**config.mk**
```make
export PLATFORM = sky130hd
export DESIGN_NAME = ccpm_ctrl
export DESIGN_NICKNAME = d
export VERILOG_FILES = /design/src/hdl/ccpm_pkg.sv /design/src/hdl/ccpm_qual_timer.sv /design/src/hdl/ccpm_ctrl.sv
export SDC_FILE = /design/constraint.sdc
export NUM_CORES = 1
export LEC_CHECK = 0
export ABC_AREA = 1
export BUFFER_PORTS_ARGS = -buffer_cell sky130_fd_sc_hd__buf_2
export CAP_MARGIN = 40
export CELL_PAD_IN_SITES_DETAIL_PLACEMENT = 1
export CELL_PAD_IN_SITES_GLOBAL_PLACEMENT = 1
export CORE_UTILIZATION = 40
export CTS_CLUSTER_DIAMETER = 150
export DETAILED_ROUTE_END_ITERATION = 12
export GPL_ROUTABILITY_DRIVEN = 0
export MAX_ROUTING_LAYER = met4
export PLACE_DENSITY = 0.8
export SYNTH_ARGS = -nofsm -noshare
export SYNTH_HDL_FRONTEND = slang
export SYNTH_SLANG_ARGS = --single-unit
```
**constraint.sdc**
```tcl
create_clock -name i_mclk -period 1.8 [get_ports i_mclk]
set_input_delay 0.18 -clock i_mclk [delete_from_list [all_inputs] [get_ports i_mclk]]
set_output_delay 0.18 -clock i_mclk [all_outputs]
set_load 0.01 [all_outputs]
```
**src/hdl/ccpm_pkg.sv**
```systemverilog
// Constants, types and mode decode for the charge port mode/status control
package ccpm_pkg;

   // -------------------------------------------------------------
   // Clock and timing
   // -------------------------------------------------------------
   localparam int CLK_HZ          = 50_000_000;
   localparam int CYC_PER_MS      = CLK_HZ / 1000;
   localparam int TMR_W           = 28;
   localparam int ASSERT_QUAL_MS  = 200;
   localparam int RELEASE_QUAL_MS = 3000;
   localparam int CL_DEGLITCH_MS  = 8;
   localparam int DISCH_MS        = 100;
   localparam int V12_MS          = 50;
   localparam int DIV2_TEST_MS    = 100;
   // Least times: whole milliseconds divide evenly into cycles
   localparam int ASSERT_QUAL_CYC  = ASSERT_QUAL_MS * CYC_PER_MS;
   localparam int RELEASE_QUAL_CYC = RELEASE_QUAL_MS * CYC_PER_MS;
   localparam int CL_DEGLITCH_CYC  = CL_DEGLITCH_MS * CYC_PER_MS;
   localparam logic [TMR_W-1:0] DISCH_CYC     = TMR_W'(DISCH_MS * CYC_PER_MS);
   localparam logic [TMR_W-1:0] V12_CYC       = TMR_W'(V12_MS * CYC_PER_MS);
   localparam logic [TMR_W-1:0] DIV2_TEST_CYC =
      TMR_W'(DIV2_TEST_MS * CYC_PER_MS);

   // -------------------------------------------------------------
   // Modes and dedicated-port schemes
   // -------------------------------------------------------------
   typedef enum logic [2:0] {
      M_DISCHARGE   = 3'b000,
      M_AUTOMATIC_DEDICATED_MODE    = 3'b001,
      M_SDP_BASIC   = 3'b010,
      M_FORCED_SHORTED_DEDICATED_MODE = 3'b011,
      M_DCP_DIV1    = 3'b100,
      M_SDP_ALT     = 3'b101,
      M_CDP         = 3'b110
   } ccpm_mode_e;

   typedef enum logic [2:0] {
      SCH_DIV1         = 3'b000,
      SCH_ATTACH_DISCH = 3'b001,
      SCH_V12          = 3'b010,
      SCH_BC12         = 3'b011,
      SCH_DIV2_TEST    = 3'b100,
      SCH_DIV2         = 3'b101,
      SCH_NONE         = 3'b110
   } ccpm_scheme_e;

   // -------------------------------------------------------------
   // Pin group, all asynchronous to i_mclk
   // -------------------------------------------------------------
   typedef struct packed {
      logic control_pin_one;
      logic control_pin_two;
      logic control_pin_three;
      logic limit_select_input;
      logic enable;
      logic load_above_trip;
      logic load_below_release;
      logic in_current_limit;
      logic temp_over_135;
      logic temp_over_155;
      logic temp_cooled;
      logic vin_above_on;
      logic vin_above_off;
      logic primary_detect;
      logic dcp_attach;
      logic data_released;
      logic over_750ma;
   } ccpm_pins_s;

   // -------------------------------------------------------------
   // Reset values
   // -------------------------------------------------------------
   localparam ccpm_mode_e   RST_MODE   = M_DISCHARGE;
   localparam ccpm_scheme_e RST_SCHEME = SCH_DIV1;
   localparam logic         RST_OE_N   = 1'h1;

   function automatic ccpm_mode_e ccpm_decode_mode(input logic [3:0] pins);
      ccpm_mode_e m;
      m = M_DISCHARGE;
      case (pins[3:1])
         3'h0:    m = M_DISCHARGE;
         3'h1:    m = M_AUTOMATIC_DEDICATED_MODE;
         3'h3:    m = M_AUTOMATIC_DEDICATED_MODE;
         3'h2:    m = M_SDP_BASIC;
         3'h6:    m = M_SDP_BASIC;
         3'h4:    m = M_FORCED_SHORTED_DEDICATED_MODE;
         3'h5:    m = M_DCP_DIV1;
         3'h7:    m = pins[0] ? M_CDP : M_SDP_ALT;
         default: m = M_DISCHARGE;
      endcase
      return m;
   endfunction

endpackage

```
**src/hdl/ccpm_qual_timer.sv**
```systemverilog
// Qualification timer: reports a condition held for a number of cycles
`timescale 1ns/100ps
module ccpm_qual_timer #(
   parameter int CYCLES = 16
) (
   input  wire logic i_mclk,
   input  wire logic i_nrst,
   input  wire logic i_cond,
   output logic      o_done
);
   localparam int W = $clog2(CYCLES + 1);
   localparam logic [W-1:0] LAST = W'(CYCLES - 1);

   logic [W-1:0] cnt_r;
   logic [W-1:0] cnt_nxt;
   logic         done_r;
   logic         done_nxt;

   // Any drop of the condition restarts the count
   always_comb begin
      cnt_nxt  = cnt_r;
      done_nxt = 1'b0;
      if (!i_cond) begin
         cnt_nxt = '0;
      end else if (cnt_r == LAST) begin
         done_nxt = 1'b1;
      end else begin
         cnt_nxt = cnt_r + W'(1);
      end
   end

   always_ff @(posedge i_mclk) begin
      if (!i_nrst) begin
         cnt_r  <= '0;
         done_r <= 1'b0;
      end else begin
         cnt_r  <= cnt_nxt;
         done_r <= done_nxt;
      end
   end

   assign o_done = done_r;

endmodule

```
**src/hdl/ccpm_ctrl.sv**
```systemverilog
// Charge port mode, status, fault and switch control
`timescale 1ns/100ps
module ccpm_ctrl #(
   parameter int ASSERT_CYC  = ccpm_pkg::ASSERT_QUAL_CYC,
   parameter int RELEASE_CYC = ccpm_pkg::RELEASE_QUAL_CYC,
   parameter int DEGLITCH_CYC = ccpm_pkg::CL_DEGLITCH_CYC,
   parameter logic [ccpm_pkg::TMR_W-1:0] DISCH_CYC = ccpm_pkg::DISCH_CYC,
   parameter logic [ccpm_pkg::TMR_W-1:0] V12_CYC   = ccpm_pkg::V12_CYC,
   parameter logic [ccpm_pkg::TMR_W-1:0] DIV2_CYC  = DISCH_CYC
) (
   input  wire logic                 i_mclk,
   input  wire logic                 i_nrst,
   input  wire ccpm_pkg::ccpm_pins_s i_pins,
   output ccpm_pkg::ccpm_mode_e      o_mode,
   output ccpm_pkg::ccpm_scheme_e    o_scheme,
   output logic                      o_switch_on,
   output logic                      o_limit_high,
   output logic                      o_discharge,
   output logic                      o_data_sw_on,
   output logic                      o_status_o,
   output logic                      o_status_oe_n,
   output logic                      o_fault_o,
   output logic                      o_fault_oe_n
);
   import ccpm_pkg::*;

   localparam int TW = TMR_W;

   // -------------------------------------------------------------
   // Pin synchronisers
   // -------------------------------------------------------------
   ccpm_pins_s meta_r;
   ccpm_pins_s pins_r;

   always_ff @(posedge i_mclk) begin
      if (!i_nrst) begin
         meta_r <= '0;
         pins_r <= '0;
      end else begin
         meta_r <= i_pins;
         pins_r <= meta_r;
      end
   end

   // -------------------------------------------------------------
   // Mode decode
   // -------------------------------------------------------------
   ccpm_mode_e mode_r;
   ccpm_mode_e mode_nxt;
   logic       alt_cdp_swap;
   logic       status_en;
   logic       auto_r;

   always_comb begin
      mode_nxt = ccpm_decode_mode({pins_r.control_pin_one,
                                   pins_r.control_pin_two,
                                   pins_r.control_pin_three,
                                   pins_r.limit_select_input});
   end

   always_ff @(posedge i_mclk) begin
      if (!i_nrst) begin
         mode_r <= RST_MODE;
      end else begin
         mode_r <= mode_nxt;
      end
   end

   // Swapping between these two keeps a synced media device undisturbed
   assign alt_cdp_swap =
      (mode_r == M_SDP_ALT && mode_nxt == M_CDP) ||
      (mode_r == M_CDP && mode_nxt == M_SDP_ALT);
   assign status_en = (mode_r == M_CDP) || (mode_r == M_AUTOMATIC_DEDICATED_MODE) ||
                      (mode_r == M_FORCED_SHORTED_DEDICATED_MODE) || (mode_r == M_DCP_DIV1);
   assign auto_r = (mode_r == M_AUTOMATIC_DEDICATED_MODE);

   // -------------------------------------------------------------
   // Qualification and deglitch timers
   // -------------------------------------------------------------
   logic hi_done;
   logic lo_done;
   logic cl_done;
   logic switch_r;

   ccpm_qual_timer #(.CYCLES(ASSERT_CYC)) u_hi_qual (
      .i_mclk (i_mclk),
      .i_nrst (i_nrst),
      .i_cond (status_en && pins_r.load_above_trip),
      .o_done (hi_done)
   );

   ccpm_qual_timer #(.CYCLES(RELEASE_CYC)) u_lo_qual (
      .i_mclk (i_mclk),
      .i_nrst (i_nrst),
      .i_cond (status_en && pins_r.load_below_release),
      .o_done (lo_done)
   );

   ccpm_qual_timer #(.CYCLES(DEGLITCH_CYC)) u_cl_deglitch (
      .i_mclk (i_mclk),
      .i_nrst (i_nrst),
      .i_cond (pins_r.in_current_limit),
      .o_done (cl_done)
   );

   // -------------------------------------------------------------
   // Port power sharing status
   // -------------------------------------------------------------
   logic pd_prev_r;
   logic pd_evt;
   logic status_oe_n_r;
   logic status_oe_n_nxt;

   assign pd_evt = pins_r.primary_detect && !pd_prev_r;

   // Assert beats release when both land together
   always_comb begin
      status_oe_n_nxt = status_oe_n_r;
      if (!status_en) begin
         status_oe_n_nxt = 1'b1;
      end else if (hi_done) begin
         status_oe_n_nxt = 1'b0;
      end else if (mode_r == M_CDP && pd_evt) begin
         status_oe_n_nxt = 1'b0;
      end else if (lo_done) begin
         status_oe_n_nxt = 1'b1;
      end
   end

   always_ff @(posedge i_mclk) begin
      if (!i_nrst) begin
         pd_prev_r     <= 1'b0;
         status_oe_n_r <= RST_OE_N;
      end else begin
         pd_prev_r     <= pins_r.primary_detect;
         status_oe_n_r <= status_oe_n_nxt;
      end
   end

   // -------------------------------------------------------------
   // Lockout and thermal protection
   // -------------------------------------------------------------
   logic input_undervoltage_lockout_ok_r;
   logic input_undervoltage_lockout_ok_nxt;
   logic therm_off_r;
   logic therm_off_nxt;
   logic therm_set;

   assign therm_set = pins_r.temp_over_155 ||
      (pins_r.temp_over_135 && pins_r.in_current_limit);

   always_comb begin
      input_undervoltage_lockout_ok_nxt = input_undervoltage_lockout_ok_r;
      if (pins_r.vin_above_on) begin
         input_undervoltage_lockout_ok_nxt = 1'b1;
      end else if (!pins_r.vin_above_off) begin
         input_undervoltage_lockout_ok_nxt = 1'b0;
      end
      therm_off_nxt = therm_off_r;
      if (therm_set) begin
         therm_off_nxt = 1'b1;
      end else if (pins_r.temp_cooled) begin
         therm_off_nxt = 1'b0;
      end
   end

   always_ff @(posedge i_mclk) begin
      if (!i_nrst) begin
         input_undervoltage_lockout_ok_r   <= 1'b0;
         therm_off_r <= 1'b0;
      end else begin
         input_undervoltage_lockout_ok_r   <= input_undervoltage_lockout_ok_nxt;
         therm_off_r <= therm_off_nxt;
      end
   end

   // -------------------------------------------------------------
   // Output discharge
   // -------------------------------------------------------------
   ccpm_scheme_e     scheme_r;
   logic [TW-1:0]    disch_cnt_r;
   logic [TW-1:0]    disch_cnt_nxt;
   logic             attach_start;
   logic             disch_start;
   logic             disch_act;

   assign attach_start = auto_r && scheme_r == SCH_DIV1 &&
                         pins_r.dcp_attach;
   assign disch_start = (mode_nxt != mode_r && !alt_cdp_swap) ||
                        attach_start;
   assign disch_act = (disch_cnt_r != '0) || (mode_r == M_DISCHARGE);

   always_comb begin
      disch_cnt_nxt = disch_cnt_r;
      if (disch_start) begin
         disch_cnt_nxt = DISCH_CYC;
      end else if (disch_cnt_r != '0) begin
         disch_cnt_nxt = disch_cnt_r - TW'(1);
      end
   end

   always_ff @(posedge i_mclk) begin
      if (!i_nrst) begin
         disch_cnt_r <= '0;
      end else begin
         disch_cnt_r <= disch_cnt_nxt;
      end
   end

   // -------------------------------------------------------------
   // Automatic dedicated-port scheme sequencer
   // -------------------------------------------------------------
   ccpm_scheme_e  scheme_nxt;
   logic [TW-1:0] sch_cnt_r;
   logic [TW-1:0] sch_cnt_nxt;

   always_comb begin
      scheme_nxt  = scheme_r;
      sch_cnt_nxt = sch_cnt_r;
      if (!auto_r) begin
         scheme_nxt  = SCH_DIV1;
         sch_cnt_nxt = '0;
      end else begin
         case (scheme_r)
            SCH_DIV1: begin
               if (attach_start) begin
                  scheme_nxt = SCH_ATTACH_DISCH;
               end else if (pins_r.over_750ma) begin
                  scheme_nxt  = SCH_DIV2_TEST;
                  sch_cnt_nxt = DIV2_CYC;
               end
            end
            SCH_ATTACH_DISCH: begin
               if (disch_cnt_r <= TW'(1)) begin
                  scheme_nxt  = SCH_V12;
                  sch_cnt_nxt = V12_CYC;
               end
            end
            SCH_V12: begin
               if (sch_cnt_r <= TW'(1)) begin
                  scheme_nxt = SCH_BC12;
               end else begin
                  sch_cnt_nxt = sch_cnt_r - TW'(1);
               end
            end
            SCH_BC12: begin
               if (pins_r.data_released) begin
                  scheme_nxt = SCH_DIV1;
               end
            end
            SCH_DIV2_TEST: begin
               if (sch_cnt_r <= TW'(1)) begin
                  scheme_nxt = pins_r.over_750ma ? SCH_DIV2 : SCH_DIV1;
               end else begin
                  sch_cnt_nxt = sch_cnt_r - TW'(1);
               end
            end
            SCH_DIV2: begin
               if (!pins_r.over_750ma) begin
                  scheme_nxt = SCH_DIV1;
               end
            end
            default: begin
               scheme_nxt = SCH_DIV1;
            end
         endcase
      end
   end

   always_ff @(posedge i_mclk) begin
      if (!i_nrst) begin
         scheme_r  <= RST_SCHEME;
         sch_cnt_r <= '0;
      end else begin
         scheme_r  <= scheme_nxt;
         sch_cnt_r <= sch_cnt_nxt;
      end
   end

   // -------------------------------------------------------------
   // Registered outputs
   // -------------------------------------------------------------
   ccpm_scheme_e scheme_out_r;
   ccpm_scheme_e scheme_out_nxt;
   logic         switch_nxt;
   logic         limit_r;
   logic         limit_nxt;
   logic         discharge_r;
   logic         data_sw_r;
   logic         data_sw_nxt;
   logic         fault_oe_n_r;
   logic         fault_oe_n_nxt;
   logic         pin_low_r;

   always_comb begin
      switch_nxt = input_undervoltage_lockout_ok_r && !therm_off_r && !disch_act;
      // Forced dedicated modes follow limit select
      limit_nxt = pins_r.limit_select_input ||
                  auto_r || mode_r == M_CDP;
      data_sw_nxt = (mode_r == M_CDP || mode_r == M_SDP_BASIC ||
                     mode_r == M_SDP_ALT) && pins_r.enable &&
                    !disch_act;
      fault_oe_n_nxt = !(therm_set || therm_off_r || cl_done);
      case (mode_r)
         M_AUTOMATIC_DEDICATED_MODE:    scheme_out_nxt = scheme_r;
         M_FORCED_SHORTED_DEDICATED_MODE: scheme_out_nxt = SCH_BC12;
         M_DCP_DIV1:    scheme_out_nxt = SCH_DIV1;
         default:       scheme_out_nxt = SCH_NONE;
      endcase
   end

   always_ff @(posedge i_mclk) begin
      if (!i_nrst) begin
         switch_r     <= 1'b0;
         limit_r      <= 1'b0;
         discharge_r  <= 1'b0;
         data_sw_r    <= 1'b0;
         fault_oe_n_r <= RST_OE_N;
         scheme_out_r <= SCH_NONE;
         pin_low_r    <= 1'b0;
      end else begin
         switch_r     <= switch_nxt;
         limit_r      <= limit_nxt;
         discharge_r  <= disch_act;
         data_sw_r    <= data_sw_nxt;
         fault_oe_n_r <= fault_oe_n_nxt;
         scheme_out_r <= scheme_out_nxt;
         pin_low_r    <= 1'b0;
      end
   end

   assign o_mode        = mode_r;
   assign o_scheme      = scheme_out_r;
   assign o_switch_on   = switch_r;
   assign o_limit_high  = limit_r;
   assign o_discharge   = discharge_r;
   assign o_data_sw_on  = data_sw_r;
   assign o_status_o    = pin_low_r;
   assign o_status_oe_n = status_oe_n_r;
   assign o_fault_o     = pin_low_r;
   assign o_fault_oe_n  = fault_oe_n_r;
endmodule

```
==> results.txt, run 1 <==
* Seq. cell area: 3654 sq um
* Critical Path End Type: register
- Headroom to the max-slew limit came out at 57.92%.
- Max-cap violations in this run came to 0.
- Fraction of post-synthesis cell area in the top cell type by area: roughly two fifths
- The first TritonRoute pass finished after 4 iterations.
* Via count normalized by instance count: 5.190
- Mean area per synthesized cell: around 6.6 sq um
* Starting DRT DRC Count: 388
- Portion of the post-synthesis area used by sequential elements: 38.65%
- Detailed routing inserted a total of 9715 vias.
* Initial antenna violation count: 0
- Insertion delay of the later-clocked pin in the worst-skew pair: 0.45 ns
- Cell with the most instances after synthesis: sky130_fd_sc_hd__nand2_1
- The initial utilization of the core area, before any placement, comes to around 41%.
- For hold timing, the worst endpoint is disch_cnt_r[18].
- The area growth from synthesis to layout is 24.17%.
- Area leader, netlist: sky130_fd_sc_hd__dfxtp_1
* Post-layout minimum cycle time: between 1.5 and 2 ns
* Hold Path Class: in -> reg
* Aggregate global-route resource usage: 26.14%
- Max Buffers Root-to-Sink: 2
* Clock buffers created by TritonCTS: 17
- Drt wl/cell: between 15 and 20 microns
- For this run, global-route usage on met1 was measured as 29.21%.
* Drt total wl: between 30000 and 40000 microns
- Logic depth of the worst register-to-register path: 14
- Total power per unit cell area: between 800 and 900 nW/um^2
- Buffers placed on the I/O ports in this run total 30.
- Placed cell count: ~1.8k
- After routing, the total negative slack on setup checks comes to -0.002311 ns.
- Run status: finished with violations
- The worst setup path is of the reg -> reg kind.
- At the end of the flow the core is filled with cells to 51.24%.
- Final global-route overflow total: 0
- Combined area of all synthesized cells: 9428 sq um
- CTS built an H-tree with a depth of 4.
- Once detail routing completed, the nets flagged for antenna violations numbered 0.
* Number of warnings printed during yosys synthesis: 0
- TritonCTS built the clock tree.
- Entering global routing, the biggest net connects 30 pins.
- For this run, global-route usage on met3 was measured as ~3.3%.
- Std-Cell Core Area: 22850 sq um
- After synthesis, the most frequently instantiated cells are sky130_fd_sc_hd__nand2_1 (331), sky130_fd_sc_hd__nor2_1 (240), sky130_fd_sc_hd__inv_1 (194), sky130_fd_sc_hd__dfxtp_1 (182), sky130_fd_sc_hd__nand3_1 (104).
- DP Wirelength: 20620 microns
* Number of pins exceeding their max-slew limit in the final report: 0
* # rows: 55
* Data required, critical path: 2.13 ns
- Dominant synthesized flop cell: sky130_fd_sc_hd__dfxtp_1
- STA classifies the critical path startpoint as a register.
- Clock Sink Count: 182
- Setup repair after global routing missed its margin: yes
* Die extent in y: 155.5 microns
- Die footprint: 24190 sq um
* Endpoint arrival time on the critical path: about 2.1 ns
- Clock transition at path regs: 0.08 ns
- Number of enable flip-flop cells after synthesis: 0
- Final Worst Setup Slack: -0.002311 ns
- Worst setup slack for register-to-register paths: -0.002 ns
- Synthesis produced a netlist whose cell count is ~1.4k.
- Filler instances: 2983
- Antenna diode count: 0
- The die is 155.5 microns wide.
- Start point of the critical path: disch_cnt_r[0]
- Timing-limited maximum frequency: between 500 and 600 MHz
- Between clock sinks in the finished design, the worst skew comes to roughly 0.022 ns.
* VDD IR-drop max: just over 600 uV
- For this run, the number of standard cells in the final layout without fillers is 1872.
* Via count of the first global-routing pass: roughly 10k
* Final hold vios: 0
* Remaining routing DRC violations: 0
- The endpoint identified for the worst register-to-register timing path is sch_cnt_r[7].
- Post-synth cell types: 42
- 33 I/O pins were placed.
- By area the synthesized netlist is led by sky130_fd_sc_hd__dfxtp_1 (39%), sky130_fd_sc_hd__nand2_1 (13%), sky130_fd_sc_hd__nor2_1 (9.6%), sky130_fd_sc_hd__inv_1 (7.7%), sky130_fd_sc_hd__nand3_1 (5.5%).
- Of all nets on the critical path, the largest fanout is 8.
* Number of nets at the end of the flow: 1573
- The startpoint identified for the worst hold timing path is i_nrst.
- Setup violations remaining at the end of the flow were counted as 1.
- Ratio of cells with drive above 1 in the final layout: between 10% and 20%
- The final critical path takes up 100.1% of the cycle.
* Area used by multi-input combinational logic: 5304 sq um
* GR peak layer: met2
- Clock root buffer: sky130_fd_sc_hd__clkbuf_16
- The checks that failed: setup timing.
- For the pin with the worst max-slew slack, the measured transition is 0.6274 ns.
- For this run, global-route usage on met2 was measured as 47.83%.
* Leak: just over 5 nW
- Wire length of the first global-routing pass: 49350 microns
- In this run the critical register-to-register path is launched from disch_cnt_r[0].
- In this run, synthesis produced a sequential element count of approximately 180.
* Cell depth of the worst hold path: 3
* Post-synth ARST share: 0%
-- worst max-delay path by stage --
stage | endpoint
after CTS | u_hi_qual.cnt_r[1]
after floorplan | sch_cnt_r[4]
final | sch_cnt_r[7]
after global routing | sch_cnt_r[7]
after global placement | sch_cnt_r[22]
after detailed placement | sch_cnt_r[19]
-- metal layers --
metal | vias up | wire length [microns]
met5 | - | 0
met4 | 0 | 660
met3 | 48 | 730
met2 | 141 | 16010
met1 | 4735 | 13040
li1 | 4791 | -
-- logic make-up (layout without fill, tap and decap cells) --
kind of cell             count (synthesis)  after routing  synth area share [%]
flip-flops                             182            182                 38.65
adder cells (fa/ha/maj)                  8              8                 1.062
AO/OA/AOI/OAI                          145            145                 8.162
buffers and inverters                  227            353                 9.701
other                                    1              2               0.03978
XOR/XNOR                                46             46                 4.273
AND/OR/NAND/NOR                        819            823                 38.12
-- report_power, final --
group | internal, mW | switching [mW]
Combinational | 0.561 | 0.958
Clock | 1.92 | 1.98
Sequential | 4.15 | 0.114
Total | 6.62 | 3.05
-- worst max-delay path, stage by stage, from the launching register on --
cell,delay (ns)
sky130_fd_sc_hd__dfxtp_2,0.35
sky130_fd_sc_hd__inv_2,0.08
sky130_fd_sc_hd__ha_4,0.14
sky130_fd_sc_hd__inv_1,0.05
sky130_fd_sc_hd__nand2_1,0.06
sky130_fd_sc_hd__nand2_1,0.05
sky130_fd_sc_hd__nor2_1,0.10
sky130_fd_sc_hd__nand2_1,0.08
sky130_fd_sc_hd__nor2_2,0.13
sky130_fd_sc_hd__nor2_2,0.07
sky130_fd_sc_hd__nor2_4,0.12
sky130_fd_sc_hd__buf_12,0.17
sky130_fd_sc_hd__nand2_8,0.11
sky130_fd_sc_hd__o21ai_2,0.13
sky130_fd_sc_hd__nor2_1,0.05
-- state kept, by name, summed over array words and instances, names as in the netlist, 3 cells and up --
signal / cells
scheme_r: 3
o_scheme: 3
pins_r: 17
u_hi_qual.cnt_r: 24
u_cl_deglitch.cnt_r: 19
sch_cnt_r: 28
o_mode: 3
u_lo_qual.cnt_r: 28
meta_r: 17
disch_cnt_r: 28
-- final cells by class --
type	instances	share of cell area (%)
clock buffer	17	3.634
clock inverter	15	1.689
inverter	198	6.392
multi-input combinational	1024	45.31
sequential	182	31.21
tap	313	3.345
timing repair buffer	123	8.422
-- what timing repair did --
item	in CTS	in global routing
endpoints found under the setup margin	32	88
hold endpoints to repair	17	0
cloned	3	3
buffers inserted	2	4
resized for setup	17	107
pin swaps	3	19
hold buffers	17	0
-- cell usage in the layout, fill, tap and decap left out, types with 6 or more instances in the layout --
cell type / count
sky130_fd_sc_hd__dlygate4sd3_1: 17
sky130_fd_sc_hd__inv_2: 8
sky130_fd_sc_hd__inv_1: 187
sky130_fd_sc_hd__nand2_1: 313
sky130_fd_sc_hd__nor2_4: 11
sky130_fd_sc_hd__a21oi_1: 79
sky130_fd_sc_hd__nor3_2: 6
sky130_fd_sc_hd__nor2_1: 207
sky130_fd_sc_hd__xnor2_1: 17
sky130_fd_sc_hd__clkbuf_16: 18
sky130_fd_sc_hd__dfxtp_1: 176
sky130_fd_sc_hd__nor3_1: 29
sky130_fd_sc_hd__or2_2: 9
sky130_fd_sc_hd__o21ai_2: 6
sky130_fd_sc_hd__nand2_2: 22
sky130_fd_sc_hd__nor4_1: 7
sky130_fd_sc_hd__buf_2: 30
sky130_fd_sc_hd__clkinv_8: 6
sky130_fd_sc_hd__o21ai_0: 36
sky130_fd_sc_hd__nand3_1: 95
sky130_fd_sc_hd__nor2_2: 34
sky130_fd_sc_hd__xor2_1: 29
sky130_fd_sc_hd__buf_4: 66
sky130_fd_sc_hd__nand4_1: 52
sky130_fd_sc_hd__nand3_2: 13
-- through the flow --
stage | cell area [sq um] | hold WS (ns) | total power [mW] | worst slack [ns]
final | 11710 | 0.05774 | 9.674 | -0.002311
after global routing | 11710 | 0.07450 | 10.08 | -0.1310
after CTS | 11280 | 0.04323 | 9.609 | -0.008532
after detailed placement | 10350 | 0.3703 | 5.631 | -0.02901
after global placement | 10350 | 0.3624 | 5.568 | 0.05041
after floorplan | 9432 | 0.2776 | 5.209 | 0.08780
Note: power is estimated with default switching activity, not from simulation.
==> inputs of run 2 (changes only) <==
SETUP_SLACK_MARGIN = 0.5   (was not set)
==> run 2 against run 1 <==
  * Synthesized cell count stayed put
  * Area after synthesis unchanged
  * The flow now stops in global routing
==> results.txt, run 2 <==
- Run status: stopped before the end
- Fail Step: global routing
- Error that ended the run: [ERROR GRT-0232] Routing congestion too high. Check the congestion heatmap in the GUI.
- Setup WS pre-CTS: -0.05989 ns
- Number of synthesized register bits: 182
- For this configuration, the core starts out at a cell density of 41.27%.
* Mean area per synthesized cell: 6.602 sq um
- Total of buffers placed on input and output ports: 30
* Clock Sink Count: 182
- Counting instances in the post-synthesis netlist gives the leading cell types as sky130_fd_sc_hd__nand2_1 (331), sky130_fd_sc_hd__nor2_1 (240), sky130_fd_sc_hd__inv_1 (194), sky130_fd_sc_hd__dfxtp_1 (182), sky130_fd_sc_hd__nand3_1 (104).
- Portion of the post-synthesis area used by sequential elements: approximately two fifths
- Counting tap cells, the placed design contains a total of 1813 instances.
- Top cells by area in the synthesized netlist: sky130_fd_sc_hd__dfxtp_1 (39%), sky130_fd_sc_hd__nand2_1 (13%), sky130_fd_sc_hd__nor2_1 (9.6%), sky130_fd_sc_hd__inv_1 (7.7%), sky130_fd_sc_hd__nand3_1 (5.5%)
- DP Wirelength: 20970 microns
* Aggregate global-route resource usage: approximately 75%
- Area leader, netlist: sky130_fd_sc_hd__dfxtp_1
- The die is 155.5 microns wide.
* Clock root buffer: sky130_fd_sc_hd__clkbuf_16
- # rows: 55
* Post-DP Area: 10570 sq um
- Worst endpoint, post-GRT repair: sch_cnt_r[18]$_SDFFE_PN0P_/D
- Max Buffers Root-to-Sink: 2
- H-tree Lvls: 4
- Post-synth ARST share: 0%
- TritonCTS created 17 clock buffers.
- Post-synth cell types: 42
* Die extent in y: 155.5 microns
* Cell with the most instances after synthesis: sky130_fd_sc_hd__nand2_1
- Dominant synthesized flop cell: sky130_fd_sc_hd__dfxtp_1
- Initial antenna violation count: 7
- Final global-route overflow total: between 60 and 70
- Entering global routing, the biggest net connects 26 pins.
- Number of enable flip-flop cells after synthesis: 0
- Gate count of the mapped netlist: about 1.4k
* Fraction of post-synthesis cell area in the top cell type by area: 38.65%
* I/O pins: 33
- After the last repair the worst path ends at a register input.
- In this run the cell area of the synthesized design comes to ~9400 sq um.
- Number of warnings printed during yosys synthesis: 0
-- run 2: stage by stage --
step | util (%) | hold slack [ns]
floorplan | - | 0.2776
CTS | 59.52 | 0.2196
global placement | 46.28 | 0.3607
detailed placement | 46.28 | 0.3698
-- run 2: what timing repair did --
action                                  4_1_cts
cloned                                       12
gates resized for setup                     390
buffers inserted                             90
pin swaps                                   119
endpoints found under the setup margin      135
hold buffers                                 17
endpoints found under the hold margin        17
-- run 2: cells by family after synthesis --
logic type               after synthesis  share of synthesized area, %
AO/OA/AOI/OAI                        145                         8.162
XOR/XNOR                              46                         4.273
adder cells (fa/ha/maj)                8                         1.062
buffers and inverters                227                         9.701
flip-flops                           182                         38.65
other                                  1                       0.03978
AND/OR/NAND/NOR                      819                         38.12
-- run 2: per-layer routing --
metal / overflow / GRT usage [%]
met5: - / -
met2: 27 / 91.80
met4: 34 / 78.80
met1: 0 / 74.88
met3: 2 / 52.67
==> inputs of run 3 (changes only) <==
CELL_PAD_IN_SITES_DETAIL_PLACEMENT = not set   (was 1)
CELL_PAD_IN_SITES_GLOBAL_PLACEMENT = not set   (was 1)
CORE_UTILIZATION = 30   (was 40)
CTS_CLUSTER_DIAMETER = not set   (was 150)
MAX_ROUTING_LAYER = not set   (was met4)
PLACE_DENSITY = not set   (was 0.8)
PLACE_DENSITY_LB_ADDON = 0.15   (was not set)
SETUP_SLACK_MARGIN = not set   (was 0.5)
clock period = 2.35 ns   (was 1.8 ns; I/O delays follow)
==> run 3 against run 2 <==
  * The run now ends clean
==> results.txt, run 3 (synthesis results as in run 1) <==
- Run status: finished clean
- The placed instances occupy a cell area of about 10000 sq um.
- Total net switching power: 1.940 mW
* Starting density of the core: 30.66%
- Derived from the worst setup path, the maximum achievable clock frequency is ~500 MHz.
- Post-layout minimum cycle time: 2.010 ns
- Initial antenna violation count: 0
- Cells fill a little over a third of the core in the end.
- Critical setup path kind: reg -> reg
* Crit-path cells: inv_1 > ha_2 > inv_1 > nand2_1 > nand2_1 > nor2_1 > nand2_1 > nor2_1 > nor2_1 > nor2_4 > nand2_4 > o21ai_1 > nor2_1
- Counting both buffers and inverters, the worst setup path holds a total of 2.
* Wire length on met1: 11410 microns
- Critical Path End Type: register
- Worst slack on hold paths: around 0.17 ns
* Endpoint arrival time on the critical path: 2.34 ns
* # rows: 64
- Clock skew after layout: approximately 0.013 ns
- Crit path to: sch_cnt_r[13]
* Worst setup slack for register-to-register paths: 0.34 ns
- In this run the power density over the cells is roughly 650 nW/um^2.
- At the end of the flow, the number of nets in the layout was 1509.
- The library cell used most frequently in the layout, excluding fill and tap cells, is sky130_fd_sc_hd__nand2_1.
- In the final layout, the multi-input gates occupy approximately 4900 sq um.
- Sum of met3 wire segment lengths after detailed routing: 815 microns
- The internal portion of the total power is 5.116 mW.
* H-tree Lvls: 4
- The number of global-route vias before repair was 8262.
* Post-CTS repair timing setup buffer count: 0
* Clock group share of total power: 41.3%
- Die footprint: 32140 sq um
- Die extent in y: 179.3 microns
- The detail route stage leaves a number of antenna-violating nets equal to 0.
* Critical path startpoint category: register
* Final global-route overflow total: 0
- Worst-path maximum fanout: 30
- In this design, the critical path's most frequently occurring cell is sky130_fd_sc_hd__nor2_1.
- Critical path depth in cells: 13
- In this run the critical register-to-register path is launched from disch_cnt_r[0].
- Setup violations remaining at the end of the flow were counted as 0.
- Count of vias placed by the detailed router: 8680
- In this run, the number of DRC markers left after iteration 0 of detailed routing was 417.
* Ratio of cells with drive above 1 in the final layout: roughly 8%
* Hold Path Class: in -> reg
- CTS placed an instance of sky130_fd_sc_hd__clkbuf_16 at the clock tree root.
* Top routing layer used: met4
- Summing internal, switching and leakage power gives 7.055 mW.
- In this design, the stage delay of the slowest critical-path cell is 0.32 ns.
- The core region is 30750 sq um.
* DP Wirelength: 17620 microns
* Clock buffers created by TritonCTS: 17
* Period utilisation layout: 85.53%
- Transition time at the pin with the least slew margin: 0.5826 ns
* Seq. cell area: 3643 sq um
* Largest registers in the final layout: disch_cnt_r x28, sch_cnt_r x28, u_lo_qual.cnt_r x28
- Drt total wl: 23640 microns
* Aggregate global-route resource usage: 15.69%
- Category of cells accounting for the largest share of critical-path delay: simple AND/OR/NAND/NOR gates
* Final cell area excluding filler cells: 10790 sq um
* Via count normalized by instance count: 4.590
- Logic depth of the worst register-to-register path: 13
- Leading cell types in the layout, fill and taps excluded: sky130_fd_sc_hd__nand2_1 (331), sky130_fd_sc_hd__nor2_1 (240), sky130_fd_sc_hd__inv_1 (194)
- Setup repair after global routing left no endpoint under its margin.
- The max-slew violation count was 0.
- Capture instance of the worst register-to-register path: sch_cnt_r[13]
- The longest clock path from root to sink contains 2 buffers.
* Total iterations of the first detailed-routing run: 5
- Antenna diode count: 0
- Insertion delay of the later-clocked pin in the worst-skew pair: 0.44 ns
- The final-report hold violation count was 0.
- Leak: ~4.7 nW
- Combinational share of power: 12.6%
* Tightest slew margin relative to the limit: 60.86%
* VDD IR-drop max: 504.5 uV
- TritonCTS built the clock tree.
- The tree built by TritonCTS fans out to 182 sinks.
- Data required, critical path: 2.68 ns
* Pin count of the biggest net entering global routing: 31
* Remaining routing DRC violations: 0
- Setup total negative slack on the finished layout was measured at 0 ns.
* Share of total power in sequential cells: a little under half
- Max capacitance violation total: 0
- Wire length of the first global-routing pass: 40370 microns
* Met2 Wirelength: 11190 microns
- Start point of the critical path: disch_cnt_r[0]
- Total of buffers placed on input and output ports: 30
* Die extent in x: 179.3 microns
* Clock transition at path regs: around 0.07 ns
- I/O pins: 33
* Slowest stage cell, crit path: sky130_fd_sc_hd__dfxtp_1
- After filler insertion, the fill cell instance count of the layout stands at 3405.
- Dividing the detail-routed wire length by the instance count gives 12.50 microns.
- Switching power as a share of total power: between 20% and 30%
- Relative area change from synthesis to final layout: 14.41%
==> run 3: power by group through the flow <==
stage,clock [mW],sequential (mW),combinational (mW)
3_5_place_dp,0,3.33,0.866
4_1_cts,3.03,3.25,0.895
6_report,2.91,3.25,0.887
5_1_grt,3.17,3.27,1.03
3_3_place_gp,0,3.33,0.868
2_1_floorplan,0,3.30,0.687
==> run 3: tightest hold or removal path: stages <==
cell and delay (ns):
sky130_fd_sc_hd__buf_2 0.20, sky130_fd_sc_hd__nand2_1 0.09, sky130_fd_sc_hd__inv_1 0.03
==> run 3: metal layers <==
layer | up-vias | global-route usage [%]
li1 | 4654 | -
met1 | 3888 | 19.88
met2 | 121 | 26.78
met3 | 17 | 3.308
met4 | 0 | 4.027
met5 | - | 0
==> run 3: how the worst min path moves through the flow <==
stage	startpoint	slack, ns	endpoint	cells after the start
global route	i_nrst	0.17	pins_r[9]	3
CTS	i_nrst	0.15	pins_r[9]	3
finish	i_nrst	0.17	pins_r[16]	3
detailed placement	meta_r[9]	0.40	pins_r[9]	2
global placement	meta_r[6]	0.39	pins_r[6]	2
floorplan	i_pins[0]	0.33	meta_r[0]	2
==> run 3: repair_timing <==
item,in CTS,in global routing
hold buffers,17,0
endpoints found under the setup margin,0,3
endpoints found under the hold margin,17,0
gates resized for setup,0,1
==> run 3: metrics by stage <==
step / instances / setup slack [ns]
after floorplan: 1429 / 0.6378
after global placement: 1842 / 0.2792
after detailed placement: 1842 / 0.2387
after CTS: 1891 / 0.2218
after global routing: 1891 / 0.09579
final: 1891 / 0.3400
==> run 3: area by class of cell <==
class	instances	share of cell area (%)
timing repair buffer	63	4.083
inverter	198	6.890
sequential	182	33.78
multi-input combinational	1020	45.20
tap	396	4.593
clock buffer	21	4.176
clock inverter	11	1.276
